## src/verilog/can_ctl_pkg.sv

```systemverilog
// Package with register map, field positions and timing counts of the CAN mode control block.
`default_nettype none
package can_ctl_pkg;
  // ***************************************************************
  // Register offsets (byte addresses on APB)
  // ***************************************************************
  localparam logic [11:0] control_zero_addr = 12'h000;
  localparam logic [11:0] control_one_addr  = 12'h004;
  localparam logic [11:0] stamp_addr        = 12'h008;
  localparam logic [11:0] irq_status_addr   = 12'h00c;
  localparam logic [11:0] irq_mask_addr     = 12'h010;
  localparam logic [11:0] mode_addr         = 12'h014;
  // ***************************************************************
  // Control register zero fields
  // ***************************************************************
  localparam int frame_received_bit = 7;
  localparam int receiver_active_bit = 6;
  localparam int stop_in_wait_bit   = 5;
  localparam int synchronized_bit   = 4;
  localparam int timer_enable_bit   = 3;
  localparam int wakeup_enable_bit  = 2;
  localparam int sleep_request_bit  = 1;
  localparam int init_request_bit   = 0;
  localparam logic [7:0] control_zero_reset = 8'h00;
  // ***************************************************************
  // Control register one fields (acknowledges and loopback)
  // ***************************************************************
  localparam int loopback_bit     = 2;
  localparam int sleep_ack_bit    = 1;
  localparam int init_ack_bit     = 0;
  // ***************************************************************
  // Interrupt status fields
  // ***************************************************************
  localparam int irq_frame_bit    = 0;
  localparam int irq_wakeup_bit   = 1;
  localparam int irq_stamp_bit    = 2;
  localparam int irq_width        = 3;
  // ***************************************************************
  // Pin levels and timing
  // ***************************************************************
  localparam logic level_dominant  = 1'b0;
  localparam logic level_recessive = 1'b1;
  localparam int   clock_hz        = 25_000_000;
  localparam int   bit_rate_hz     = 500_000;
  localparam int   bit_cycles      = clock_hz / bit_rate_hz;
  localparam int   stamp_width     = 16;
endpackage
`default_nettype wire

```

## src/verilog/can_ctl_sync.sv

```systemverilog
// Three-stage input synchroniser with agreement filter.
`timescale 1ns/100ps
`default_nettype none
module can_ctl_sync
#(
  parameter logic reset_level = 1'b1
)
(
  // Clock and reset
  input  wire logic pclk,
  input  wire logic presetn,
  // Raw and filtered level
  input  wire logic raw_in,
  output var  logic clean_out
);
  logic stage_one;
  logic stage_two;
  logic stage_three;

  // ***************************************************************
  // Only the second stage reads the first one.
  // ***************************************************************
  always_ff @(posedge pclk or negedge presetn)
  begin
    if (!presetn)
    begin
      stage_one   <= reset_level;
      stage_two   <= reset_level;
      stage_three <= reset_level;
      clean_out   <= reset_level;
    end
    else
    begin
      stage_one   <= raw_in;
      stage_two   <= stage_one;
      stage_three <= stage_two;
      if (stage_two == stage_three)
        clean_out <= stage_three;
    end
  end
endmodule
`default_nettype wire

```

## src/verilog/can_mode_control_status.sv

```systemverilog
// CAN controller mode control and status register with APB access.
//
// How it works
// - Transmit pin low means dominant, high means recessive.
// - Init mode holds control register reset except wake, init, sleep bits.
// - Writes accepted only with init request and acknowledge both low; status bits read-only; init request also writable in init.
// - Frame received flag bit 7 set by valid frame, cleared by writing one.
// - Receiver active bit 6 high while receiving, low transmitting or idle.
// - Stop-in-wait bit 5 freezes bus interface clocks during wait mode.
// - Read-only bit 4 shows synchronisation to the bus.
// - Timer enable bit 3 runs 16-bit counter once per bit time.
// - On acknowledge, counter value stored as stamp of active buffer.
// - Counter clears when disabled; timer enable forced low in init.
// - Wake-up enable bit 2 lets bus traffic end sleep mode.
// - Init request bit 0 enters init at once, aborting transfer, losing sync.
// - Transmit pin forced recessive in stop, or wait with stop-in-wait.
// - Sleep request bit 1 served only when bus idle; acknowledged separately.
`timescale 1ns/100ps
`default_nettype none
module can_mode_control_status
#(
  parameter int bit_cycles = can_ctl_pkg::bit_cycles
)
(
  // APB slave
  input  wire logic        pclk,
  input  wire logic        presetn,
  input  wire logic        psel,
  input  wire logic        penable,
  input  wire logic        pwrite,
  input  wire logic [11:0] paddr,
  input  wire logic [31:0] pwdata,
  output var  logic [31:0] prdata,
  output var  logic        pready,
  output var  logic        pslverr,
  // CAN pins
  input  wire logic        bus_rx_pin,
  output var  logic        bus_tx_pin,
  // Protocol engine
  input  wire logic        engine_tx_bit,
  input  wire logic        engine_receiving,
  input  wire logic        engine_synchronized,
  input  wire logic        engine_frame_valid,
  input  wire logic        engine_frame_acked,
  input  wire logic        tx_buffers_empty,
  output var  logic        engine_abort,
  output var  logic [15:0] stamp_value,
  output var  logic        stamp_write,
  // System power modes
  input  wire logic        cpu_wait,
  input  wire logic        cpu_stop,
  output var  logic        bus_clock_gate,
  // Interrupt
  output var  logic        irq
);
  localparam int fr  = can_ctl_pkg::frame_received_bit;
  localparam int sw  = can_ctl_pkg::stop_in_wait_bit;
  localparam int te  = can_ctl_pkg::timer_enable_bit;
  localparam int we  = can_ctl_pkg::wakeup_enable_bit;
  localparam int sr  = can_ctl_pkg::sleep_request_bit;
  localparam int ir  = can_ctl_pkg::init_request_bit;
  localparam int iw  = can_ctl_pkg::irq_width;

  logic [7:0]            control_zero;
  logic                  init_acknowledge;
  logic                  sleep_acknowledge;
  logic                  loopback;
  logic                  receiver_active;
  logic                  bus_synchronized;
  logic [15:0]           stamp_counter;
  logic [15:0]           bit_count;
  logic [iw-1:0]         irq_status;
  logic [iw-1:0]         irq_mask;
  logic                  rx_clean;
  logic                  rx_prev;

  // ***************************************************************
  // Pin synchroniser
  // ***************************************************************
  can_ctl_sync #(.reset_level(can_ctl_pkg::level_recessive)) rx_sync
  (
    .pclk      (pclk),
    .presetn   (presetn),
    .raw_in    (bus_rx_pin),
    .clean_out (rx_clean)
  );

  // ***************************************************************
  // Decoding
  // ***************************************************************
  function automatic logic hit(input logic [11:0] a, input logic [11:0] target);
    hit = (a == target);
  endfunction

  wire access        = psel && penable && pready;
  wire wr            = access && pwrite;
  wire rd            = access && !pwrite;
  wire sel_ctl0      = hit(paddr, can_ctl_pkg::control_zero_addr);
  wire sel_ctl1      = hit(paddr, can_ctl_pkg::control_one_addr);
  wire sel_stamp     = hit(paddr, can_ctl_pkg::stamp_addr);
  wire sel_status    = hit(paddr, can_ctl_pkg::irq_status_addr);
  wire sel_mask      = hit(paddr, can_ctl_pkg::irq_mask_addr);
  wire sel_mode      = hit(paddr, can_ctl_pkg::mode_addr);
  wire mapped        = sel_ctl0 | sel_ctl1 | sel_stamp | sel_status | sel_mask | sel_mode;
  wire in_init       = control_zero[ir] && init_acknowledge;
  // Wait with stop-in-wait freezes the whole bus interface, so register accesses stop too.
  wire frozen        = (cpu_wait && control_zero[sw]) || cpu_stop;
  wire wr_ctl0       = wr && sel_ctl0 && !frozen;
  // Writes stay shut until both init request and acknowledge have dropped.
  wire wr_ok_normal  = wr_ctl0 && !control_zero[ir] && !init_acknowledge;
  wire answer        = psel && !pready && !frozen;
  wire bus_activity  = (rx_prev != rx_clean) && (rx_clean == can_ctl_pkg::level_dominant);
  wire wake_event    = sleep_acknowledge && control_zero[we] && bus_activity;
  wire bus_idle      = !engine_receiving && tx_buffers_empty;
  wire bit_tick      = (bit_count == 16'(bit_cycles - 1));
  wire [iw-1:0] irq_events = {engine_frame_acked && control_zero[te],
                              wake_event, engine_frame_valid};
  // Only bits already shown to software are cleared, so an event in the read cycle survives.
  wire [iw-1:0] status_taken = (rd && sel_status) ? prdata[iw-1:0] : {iw{1'b0}};
  wire [7:0] ctl0_view = {control_zero[7], receiver_active, control_zero[5],
                          bus_synchronized, control_zero[3:0]};
  wire [31:0] read_mux =
      sel_ctl0   ? {24'h000000, ctl0_view} :
      sel_ctl1   ? {29'h00000000, loopback, sleep_acknowledge, init_acknowledge} :
      sel_stamp  ? {16'h0000, stamp_counter} :
      sel_status ? {29'h00000000, irq_status} :
      sel_mask   ? {29'h00000000, irq_mask} :
      sel_mode   ? {30'h00000000, cpu_stop, cpu_wait} :
      32'h00000000;

  // ***************************************************************
  // Control register zero
  // ***************************************************************
  always_ff @(posedge pclk or negedge presetn)
  begin
    if (!presetn)
      control_zero <= can_ctl_pkg::control_zero_reset;
    else if (in_init)
    begin
      control_zero[7:3] <= 5'h00;
      if (wr_ctl0)
        control_zero[ir] <= pwdata[ir];
    end
    else
    begin
      // A new frame wins over a clearing write in the same cycle.
      if (engine_frame_valid)
        control_zero[fr] <= 1'b1;
      else if (wr_ok_normal && pwdata[fr])
        control_zero[fr] <= 1'b0;
      if (wr_ok_normal)
      begin
        control_zero[sw] <= pwdata[sw];
        control_zero[te] <= pwdata[te];
        control_zero[we] <= pwdata[we];
        // Init request may not be cleared before it is acknowledged.
        control_zero[ir] <= pwdata[ir] | (control_zero[ir] & !init_acknowledge);
        if (!(control_zero[sr] && !sleep_acknowledge))
          control_zero[sr] <= pwdata[sr];
      end
      if (wake_event)
        control_zero[sr] <= 1'b0;
    end
  end

  // ***************************************************************
  // Mode handshakes
  // ***************************************************************
  always_ff @(posedge pclk or negedge presetn)
  begin
    if (!presetn)
    begin
      init_acknowledge  <= 1'b0;
      sleep_acknowledge <= 1'b0;
      loopback          <= 1'b0;
    end
    else
    begin
      init_acknowledge  <= control_zero[ir];
      sleep_acknowledge <= control_zero[sr] && (sleep_acknowledge || bus_idle);
      if (wr && sel_ctl1 && in_init)
        loopback <= pwdata[can_ctl_pkg::loopback_bit];
    end
  end

  // ***************************************************************
  // Receiver status and pin edge
  // ***************************************************************
  always_ff @(posedge pclk or negedge presetn)
  begin
    if (!presetn)
    begin
      receiver_active   <= 1'b0;
      bus_synchronized  <= 1'b0;
      rx_prev           <= can_ctl_pkg::level_recessive;
    end
    else
    begin
      // Status bits follow the engine and are forced low by init request; bus writes cannot set them.
      receiver_active   <= engine_receiving && !control_zero[ir];
      bus_synchronized  <= engine_synchronized && !control_zero[ir];
      rx_prev           <= rx_clean;
    end
  end

  // ***************************************************************
  // Bit time divider
  // ***************************************************************
  // Free-running, so the first tick after enabling may come up to one bit time early.
  always_ff @(posedge pclk or negedge presetn)
  begin
    if (!presetn)
      bit_count <= 16'h0000;
    else
      bit_count <= bit_tick ? 16'h0000 : bit_count + 16'h0001;
  end

  // ***************************************************************
  // Time-stamp timer
  // ***************************************************************
  always_ff @(posedge pclk or negedge presetn)
  begin
    if (!presetn)
    begin
      stamp_counter <= 16'h0000;
      stamp_value   <= 16'h0000;
      stamp_write   <= 1'b0;
    end
    else
    begin
      stamp_write <= engine_frame_acked && control_zero[te];
      if (engine_frame_acked && control_zero[te])
        stamp_value <= stamp_counter;
      if (!control_zero[te])
        stamp_counter <= 16'h0000;
      else if (bit_tick)
        stamp_counter <= stamp_counter + 16'h0001;
    end
  end

  // ***************************************************************
  // Interrupt status and mask; a read clears, a new event wins
  // ***************************************************************
  always_ff @(posedge pclk or negedge presetn)
  begin
    if (!presetn)
    begin
      irq_status <= '0;
      irq_mask   <= '0;
      irq        <= 1'b0;
    end
    else
    begin
      irq_status <= (irq_status & ~status_taken) | irq_events;
      if (wr && sel_mask)
        irq_mask <= pwdata[iw-1:0];
      irq        <= |(irq_status & irq_mask);
    end
  end

  // ***************************************************************
  // APB answer
  // ***************************************************************
  always_ff @(posedge pclk or negedge presetn)
  begin
    if (!presetn)
    begin
      prdata  <= 32'h00000000;
      pready  <= 1'b0;
      pslverr <= 1'b0;
    end
    else
    begin
      // A frozen interface holds off the answer until wait or stop ends.
      pready  <= answer;
      pslverr <= answer && !mapped;
      prdata  <= answer ? read_mux : 32'h00000000;
    end
  end

  // ***************************************************************
  // Pin drivers and engine controls
  // ***************************************************************
  always_ff @(posedge pclk or negedge presetn)
  begin
    if (!presetn)
    begin
      bus_tx_pin     <= can_ctl_pkg::level_recessive;
      engine_abort   <= 1'b0;
      bus_clock_gate <= 1'b1;
    end
    else
    begin
      engine_abort   <= control_zero[ir];
      bus_clock_gate <= !frozen;
      if (frozen || control_zero[ir] || sleep_acknowledge)
        bus_tx_pin <= can_ctl_pkg::level_recessive;
      else
        bus_tx_pin <= engine_tx_bit;
    end
  end
endmodule
`default_nettype wire
```

## config.mk

```make
export PLATFORM = sky130hd
export DESIGN_NAME = can_mode_control_status
export DESIGN_NICKNAME = d
export VERILOG_FILES = /design/src/verilog/can_ctl_pkg.sv /design/src/verilog/can_ctl_sync.sv /design/src/verilog/can_mode_control_status.sv
export SDC_FILE = /design/constraint.sdc
export NUM_CORES = 1
export LEC_CHECK = 0
export ABC_AREA = 1
export ABC_CLOCK_PERIOD_IN_PS = 2300
export BUFFER_PORTS_ARGS = -buffer_cell sky130_fd_sc_hd__buf_2
export CORE_MARGIN = 2
export CORE_UTILIZATION = 50
export CTS_CLUSTER_DIAMETER = 40
export DETAILED_ROUTE_END_ITERATION = 10
export HOLD_SLACK_MARGIN = 0.06
export PLACE_DENSITY = 0.72
export SLEW_MARGIN = 20
export SYNTH_ARGS = -nofsm -noshare
export SYNTH_HDL_FRONTEND = slang
export SYNTH_SLANG_ARGS = --single-unit
```

## constraint.sdc

```tcl
create_clock -name pclk -period 2.3 [get_ports pclk]
set_input_delay 0.115 -clock pclk [delete_from_list [all_inputs] [get_ports pclk]]
set_output_delay 0.115 -clock pclk [all_outputs]
set_load 0.01 [all_outputs]
```

Yosys cells after proc, flatten, opt, wreduce, memory -nomap -nowiden
Cells that the tools add are included.
{"block": "classes", "add_sub_neg": 2, "n_mul": 0, "div": 0, "order_cmp": 0, "n_eq_ne": 11, "shift": 0, "n_mux": 23, "bitwise": 13, "n_reduce_logical": 47}
{"op": "$mux W16", "n": 7}
{"op": "$add A16 B1 Y16 const B", "n": 2}
{"op": "$logic_and A1 B1 Y1", "n": 27}
{"op": "$eq A12 B4 Y1 const B", "n": 2}
{"op": "$eq A12 B5 Y1 const B", "n": 2}
{"op": "$eq A16 B6 Y1 const B", "n": 1}
{"op": "$eq A12 B3 Y1 const B", "n": 1}
{"op": "$logic_not A12 Y1", "n": 1}
{"op": "$mux W1", "n": 11}
{"op": "$mux W3", "n": 3}
{"op": "$logic_not A1 Y1", "n": 8}
{"op": "$and A3 B3 Y3", "n": 2}
{"op": "$or A1 B1 Y1", "n": 6}
{"op": "$logic_or A1 B1 Y1", "n": 4}
{"op": "$mux W4", "n": 1}
{"op": "$ne A2 B1 Y1 const B", "n": 2}
{"op": "$reduce_and A2 Y1", "n": 2}
{"op": "$reduce_bool A2 Y1", "n": 2}
{"op": "$not A3 Y3", "n": 1}
{"op": "$or A3 B3 Y3", "n": 1}
{"op": "$reduce_and A3 Y1", "n": 1}
{"op": "$reduce_bool A3 Y1", "n": 1}
{"op": "$reduce_or A3 Y1", "n": 1}
{"op": "$mux W2", "n": 1}
{"op": "other kinds (5)", "n": 6}
{"block": "totals", "register_bits": 92, "latchBits": 0, "ramBits": 0, "romBits": 0, "inputBits": 58, "elab_cells": 123, "memories": 0}

Depth between registers and ports, before layout
Gate-level depths: netlist of run 1.
{"block": "depth", "ltp_word": 11, "ltp_mapped": 11, "ltp_nobuf": 10}

By module
From an unflattened synthesis of run 1, not the netlist that was laid out.
{"block": "hier_totals", "cells_unflattened": 529, "area_unflattened_um2": 4478.0}
{"mod": "can_mode_control_status", "instances": 1, "cells_each": 521, "area_per_inst_um2": 4356.7}
{"mod": "can_ctl_sync", "instances": 1, "cells_each": 8, "area_per_inst_um2": 121.4}

Worst setup path before layout of run 1
OpenSTA, ideal clock, no wires.
{"block": "synth_timing", "path_type": "flip-flop to flip-flop", "start": "reg bit_count[1]", "end": "reg stamp_counter[6]", "t_arrival_ns": 1.428, "required_ns": 2.170, "setup_slack_ns": 0.742, "path_stages_with_launch": 11, "path_cell_list": "dfrtp_1 > inv_1 > ha_1 > inv_1 > nor2_1 > nand3_1 > nor3_4 > nor2_4 > inv_4 > buf_8 > o21ai_0"}
{"block": "synth_via", "elab_chain_cells": 2}
{"item": "start, declared", "line_no": "can_mode_control_status.sv:71", "text": "logic [15:0] bit_count;"}
{"item": "start signal, assigned", "line_no": "can_mode_control_status.sv:215", "text": "bit_count <= bit_tick ? 16'h0000 : bit_count + 16'h0001;"}
{"item": "$eq A16 B6 Y1", "line_no": "can_mode_control_status.sv:115", "text": "wire bit_tick = (bit_count == 16'(bit_cycles - 1));"}
{"item": "$ne A2 B1 Y1 (no line)"}
{"item": "end signal, assigned", "line_no": "can_mode_control_status.sv:237", "text": "stamp_counter <= stamp_counter + 16'h0001;"}
{"item": "end, declared", "line_no": "can_mode_control_status.sv:70", "text": "logic [15:0] stamp_counter;"}
No other way between the ends.
A chain may end at the register's enable or synchronous reset.

Worst setup path in the final report of run 1
{"block": "layout_timing", "start": "reg bit_count[0]", "end": "reg bit_count[14]"}
{"block": "layout_via", "elab_chain_cells": 2}
{"item": "$add A16 B1 Y16 / $eq A16 B6 Y1 (equally long branches)", "line_no": "can_mode_control_status.sv:215, can_mode_control_status.sv:115"}
{"item": "$mux W16 (*)", "line_no": "can_mode_control_status.sv:215"}
Every way passes the cells marked *; elsewhere a longest branch is shown, timed or not.

==> results of run 1 <==
area by class of cell:
| cell class | instances | area share, % |
|---|---|---|
| multi-input cells | 352 | 33.4 |
| well taps | 108 | 2.58 |
| flip-flops and latches | 92 | 44.2 |
| inverters | 73 | 5.29 |
| repair buffers | 94 | 11.2 |
| clock inverters | 5 | 0.694 |
| clock buffers | 11 | 2.70 |
state kept, by name, summed over array words and instances (netlist names), 3 cells and up:
| signal | count |
|---|---|
| stamp_counter | 16 |
| control_zero | 6 |
| prdata | 16 |
| irq_mask | 3 |
| irq_status | 3 |
| stamp_value | 16 |
| bit_count | 16 |
power groups by stage:
stage | combinational [mW] | clock (mW) | sequential, mW
after detailed placement | 0.122 | 0 | 1.67
after floorplan | 0.0592 | 0 | 1.67
after CTS | 0.141 | 1.02 | 1.64
final | 0.140 | 1.00 | 1.64
after global placement | 0.120 | 0 | 1.67
after global routing | 0.158 | 1.09 | 1.64
cells by family (layout without fill, tap and decap cells):
logic type | after synthesis | count (layout) | synth area share (%)
and+or+nand+nor | 254 | 254 | 26.5
buffers and inverters | 99 | 183 | 10.2
adders and majority gates | 4 | 4 | 1.07
AOI/OAI and AO/OA | 64 | 64 | 7.50
DFF | 92 | 92 | 51.9
xor gates and xnor gates | 14 | 14 | 2.75
other | 1 | 16 | 0.0842
stage by stage:
stage	setup slack, ns	utilization [%]	instances	hold slack (ns)	total power [mW]
after floorplan	0.742	-	543	-0.181	1.73
after global placement	0.591	56.4	703	0.169	1.79
after detailed placement	0.568	56.4	703	0.180	1.79
after CTS	0.553	60.3	735	0.144	2.80
after global routing	0.309	60.3	735	0.166	2.89
final	0.568	60.3	735	0.154	2.78
synthesized netlist by cell type (2+ instances only):
library cell	number	area, µm²
a21oi_1	12	60.1
buf_4	16	120
clkbuf_1	7	26.3
dfrtp_1	85	2130
dfstp_2	7	184
ha_1	3	37.5
inv_1	72	270
nand2_1	103	387
nand3_1	47	235
nand4_1	20	125
nor2_1	41	154
nor2_2	2	12.5
nor2_4	3	33.8
nor3_1	25	125
nor3_4	2	32.5
nor4_1	3	18.8
o21ai_0	45	225
o21bai_1	2	15.0
o22ai_1	3	18.8
or2_2	5	31.3
xor2_1	13	114
cell usage in the layout (no fill, tap or decap), types with 10 or more instances in the layout:
cell type	n
a21oi_1	12
buf_2	69
clkbuf_8	10
conb_1	16
dfrtp_1	85
dlygate4sd3_1	16
inv_1	72
nand2_1	103
nand3_1	47
nand4_1	20
nor2_1	41
nor3_1	25
o21ai_0	45
xor2_1	13
metal layers:
metal  part of all wire (%)  vias up  track usage [%]
met1                     43     1773             28.7
met4                    2.8        0             9.38
met3                    5.1       25             3.94
li1                       -     1867                -
met2                     49      121             35.3
met5                      0        -                0
critical path, cell delays in order (launching register included):
cell and delay, ns:
dfrtp_1 0.40, ha_1 0.18, nand2_1 0.07, nor2_1 0.24
nand3_1 0.14, nor2_1 0.27, nand4_1 0.15, xor2_1 0.16
path summary, 6_finish.rpt:
kind | slack [ns] | end | from | depth (start not counted)
worst max-delay path | 0.57 | bit_count[14]$_DFF_PN0_ | bit_count[0]$_DFF_PN0_ | 7
worst min-delay path | 0.15 | loopback$_DFFE_PN0P_ | paddr[0] | 5
worst max register to register | 0.57 | bit_count[14]$_DFF_PN0_ | bit_count[0]$_DFF_PN0_ | 7
worst min register to register | 0.36 | rx_sync.stage_two$_DFF_PN1_ | rx_sync.stage_one$_DFF_PN1_ | 0
max in group asynchronous | 1.26 | bus_tx_pin$_DFF_PN1_ | presetn | 3
min in group asynchronous | 0.32 | stamp_value[8]$_DFFE_PN0P_ | presetn | 2
==> results.toml, run 1 <==
[run_status]
status = "completed"

[timing]
clock.fmax_mhz = 577
fin_tns_setup_ns = 0
clock-skew-final_ns = 0.00633
period_needed_ns = 1.73
slew_headroom_pct = 58.0
final_max_slew_viol_count = 0
setup_viol = 0
tightest_slew_ns = 0.630
fin_crit_sh_pct = 75.3
hold_violations = 0
rsz0062_at_grt = "no"

[route]
drt_wl_total_um = 9930
ant_nets = 0
drt_first_pass_iters = 4
dr_total_vias = 3786
vias_per_cell = 5.15
drt_iter0_drc = 236
drcViolationCount = 0
wl_per_cell_um = 13.5

[min_path]
worstHoldPathType = "input port to register"

[synth]
ys_types = 33
ys_ff_latch = 92
synth.avg_cell_area_um2 = 8.44
netlist_instances = 528
synth_edf_count = 0
syn_area_um2 = 4450
async_flop_share_pct = 100
synth_warnings = 0
synth-seq-area-share_pct = 51.9
synth_flop_cell = "dfrtp_1"

[pwr]
peakVddDrop_mv = 0.282
comb_power_share_pct = 5.0
p_int_mw = 2.11
switching_share_pct = 24.2
pwr-share-clk_pct = 36.1
power_frac_seq_pct = 58.9
power.density_nw_per_um2 = 531
p_switching_mw = 0.671
p_leak_nw = 2.63

[placement]
placed_area_um2 = 4890
gp_congestion = 0.895
hpwlAfterDp_um = 7310
port_buffers = 70

[grt]
grt-ovfl-total = 0
grt_usage_pct = 21.7
grt_pass1_vias = 3732
antenna_found_initial = 0
grt_max_degree = 51
grt_first_pass_wirelength_um = 16900

[final_layout]
area_growth_syn_to_layout_pct = 17.4
multi_input_area_um2 = 1750
fillers = 800
finalInstanceArea_um2 = 5230
drive_gt1_share_pct = 18.3
register_area_um2 = 2310
antenna_cells = 0
nets = 683

[clocking]
cts_tree = "done"
htreeDepth = 3
clk_path_buf_depth = 2
cts_root_buffer = "clkbuf_8"
cts_sinks = 92
clk_pin_slew_ns = 0.09
hold_buffers = 16
cts_resized = 0
cts-buffers-inserted = 9
clock_latency_ns = 0.36
post_cts_buffers = 0

[floorplanning]
rows = 34
io_pins = 113
fp.dieArea_um2 = 9680
fp.dieH_um = 98.4
start_util_pct = 51.3
coreArea_um2 = 8680
die_w_um = 98.4

[setup_path]
cp_max_fo = 5
crit_path_end_kind = "register"
arrival_ns = 1.98
worstSetupPathType = "register to register"
crit_path_start_kind = "register"
worstPathRequired_ns = 2.55

[job]
cap_violations = 0
Power figures use the tool's default switching activity.
==> run 2: changes to the inputs <==
Settings changed: ABC_CLOCK_PERIOD_IN_PS 2300 to 1700.
Clock period 2.3 ns to 1.7 ns, I/O delays scaled along.
==> run 2 against run 1 <==
  * Cell count is 1.8% higher
  * Clock-buffer cell count is the same
  * Worst setup slack worse by 0.47 ns
  * First-iteration DRC count grew 8.5%
  * Sequential share of layout area shrank 1.3 points
  * Largest power group unchanged
==> results.toml, run 2 (synthesis results as in run 1) <==
[run_status]
status = "completed"

[floorplanning]
start_util_pct = 51.3
fp.dieH_um = 98.4
die_w_um = 98.4
fp.dieArea_um2 = 9680
rows = 34
io_pins = 113
coreArea_um2 = 8680

[job]
cap_violations = 0

[final_layout]
area_growth_syn_to_layout_pct = 20.9
nets = 696
antenna_cells = 0
final_common_cell = "nand2_1"
final_cell_mix = "103 x nand2_1, 85 x dfrtp_1, 71 x inv_1, 69 x buf_2, 45 x nand3_1"
drive_gt1_share_pct = 21.1

[clocking]
cts_sinks = 92
htreeDepth = 3
clk_path_buf_depth = 2
clock_latency_ns = 0.36
cts_tree = "done"
clk_pin_slew_ns = 0.09
cts-buffers-inserted = 9
cts_root_buffer = "clkbuf_8"

[grt]
grt_usage_pct = 21.8
grt-ovfl-total = 0
grt_first_pass_wirelength_um = 17000
antenna_found_initial = 0
grt_pass1_vias = 3767
grt_max_degree = 93

[timing]
worst_hold_slack_ns = 0.108
slew_headroom_pct = 66.9
clock.fmax_mhz = 625
period_needed_ns = 1.60
tightest_slew_ns = 0.493
fin_crit_sh_pct = 94.0
setup_viol = 0
clock-skew-final_ns = 0.0115
rsz0062_at_grt = "no"
hold_violations = 0
final_max_slew_viol_count = 0
fin_tns_setup_ns = 0

[setup_path]
timing.rr.start = "bit_count[1]$_DFF_PN0_"
rrSetupSlack_ns = 0.10
cp_max_fo = 6
worstSetupPathType = "register to register"
crit_path_start_kind = "register"
crit_path_end_kind = "register"
r2r-end = "bit_count[10]$_DFF_PN0_"
worstPathRequired_ns = 1.95
arrival_ns = 1.84
worstRegToRegCells = 10

[route]
drt_wl_total_um = 10300
wl_per_cell_um = 13.8
ant_nets = 0
drt_iter0_drc = 256
drcViolationCount = 0
dr_total_vias = 3933
vias_per_cell = 5.26
drt_first_pass_iters = 5

[placement]
port_buffers = 70
hpwlAfterDp_um = 7370
gp_congestion = 0.892

[pwr]
power.density_nw_per_um2 = 725
p_leak_nw = 2.72
peakVddDrop_mv = 0.444

[min_path]
whs_path_depth = 5
hold_path_end = "irq_mask[0]$_DFFE_PN0P_"
worstHoldPathType = "input port to register"
hold_path.startpoint = "paddr[4]"
## run 2: changes by cell type in the layout (fill, tap and decap cells not counted), moves of 2 or more
cell,previous run,this run
buf_4,8,19
buf_6,0,2
clkinv_4,0,2
clkinvlp_4,3,1
nand3_1,47,45
nand3_2,0,2
nor2_1,41,39
nor2_4,3,5
o21ai_0,45,43
o21ai_1,0,2
## run 2: how the worst max path moves through the flow
stage                      startpoint                           end  slack, ns  depth (start not counted)
4_1_cts        bit_count[1]$_DFF_PN0_       bit_count[10]$_DFF_PN0_       0.04                         10
3_5_place_dp   bit_count[0]$_DFF_PN0_       bit_count[14]$_DFF_PN0_       0.08                          7
2_1_floorplan  bit_count[1]$_DFF_PN0_  stamp_counter[6]$_DFFE_PN0P_       0.14                         10
5_1_grt        bit_count[1]$_DFF_PN0_       bit_count[10]$_DFF_PN0_      0.003                         10
6_report       bit_count[1]$_DFF_PN0_       bit_count[10]$_DFF_PN0_       0.10                         10
3_3_place_gp   bit_count[1]$_DFF_PN0_       bit_count[10]$_DFF_PN0_       0.12                         10
## run 2: repair_timing
| action | CTS | global route |
|---|---|---|
| gates resized for setup | 0 | 15 |
| endpoints found under the hold margin | 101 | 0 |
| hold buffers | 15 | 0 |
| setup endpoints to repair | 0 | 20 |
| buffers inserted | 0 | 1 |
## run 2: metrics by stage
stage	total power [mW]	instance area [µm²]	utilization, %	cells	worst slack [ns]
3_3_place_gp	2.42	4980	57.4	715	0.124
5_1_grt	4.05	5390	62.1	748	0.00328
2_1_floorplan	2.34	4510	-	543	0.142
4_1_cts	3.93	5340	61.5	746	0.0398
3_5_place_dp	2.43	4980	57.4	715	0.0814
6_report	3.91	5390	62.1	748	0.101
## run 2: per-layer routing
metal / GRT usage [%] / wire length, µm
met1: 28.9 / 4310
met2: 35.5 / 5100
met3: 3.22 / 615
met4: 10.1 / 320
met5: 0 / 0
## run 2: report_power, final
| part | leakage [nW] | internal (mW) | total, mW | switching, mW |
|---|---|---|---|---|
| clock network | 0.0999 | 0.726 | 1.50 | 0.773 |
| logic | 1.40 | 0.0742 | 0.193 | 0.119 |
| registers | 1.22 | 2.21 | 2.21 | 0.00789 |
## run 2: area by class of cell
| cell class | instances | area [µm²] |
|---|---|---|
| fillers | 774 | 3290 |
| flip-flops and latches | 92 | 2310 |
| multi-input cells | 352 | 1770 |
| repair buffers | 106 | 681 |
| inverters | 73 | 279 |
| clock buffers | 11 | 141 |
| well taps | 108 | 135 |
| clock inverters | 5 | 60.1 |
| repair inverters | 1 | 6.26 |
## run 2: worst max-delay path, cell delays in order, from the launching register on
cell	delay [ns]
dfrtp_1	0.40
inv_1	0.06
ha_2	0.16
inv_2	0.05
nor2_4	0.12
nand3_2	0.11
nor3_4	0.26
buf_6	0.18
a21oi_1	0.04
o21ai_0	0.07
inv_1	0.05
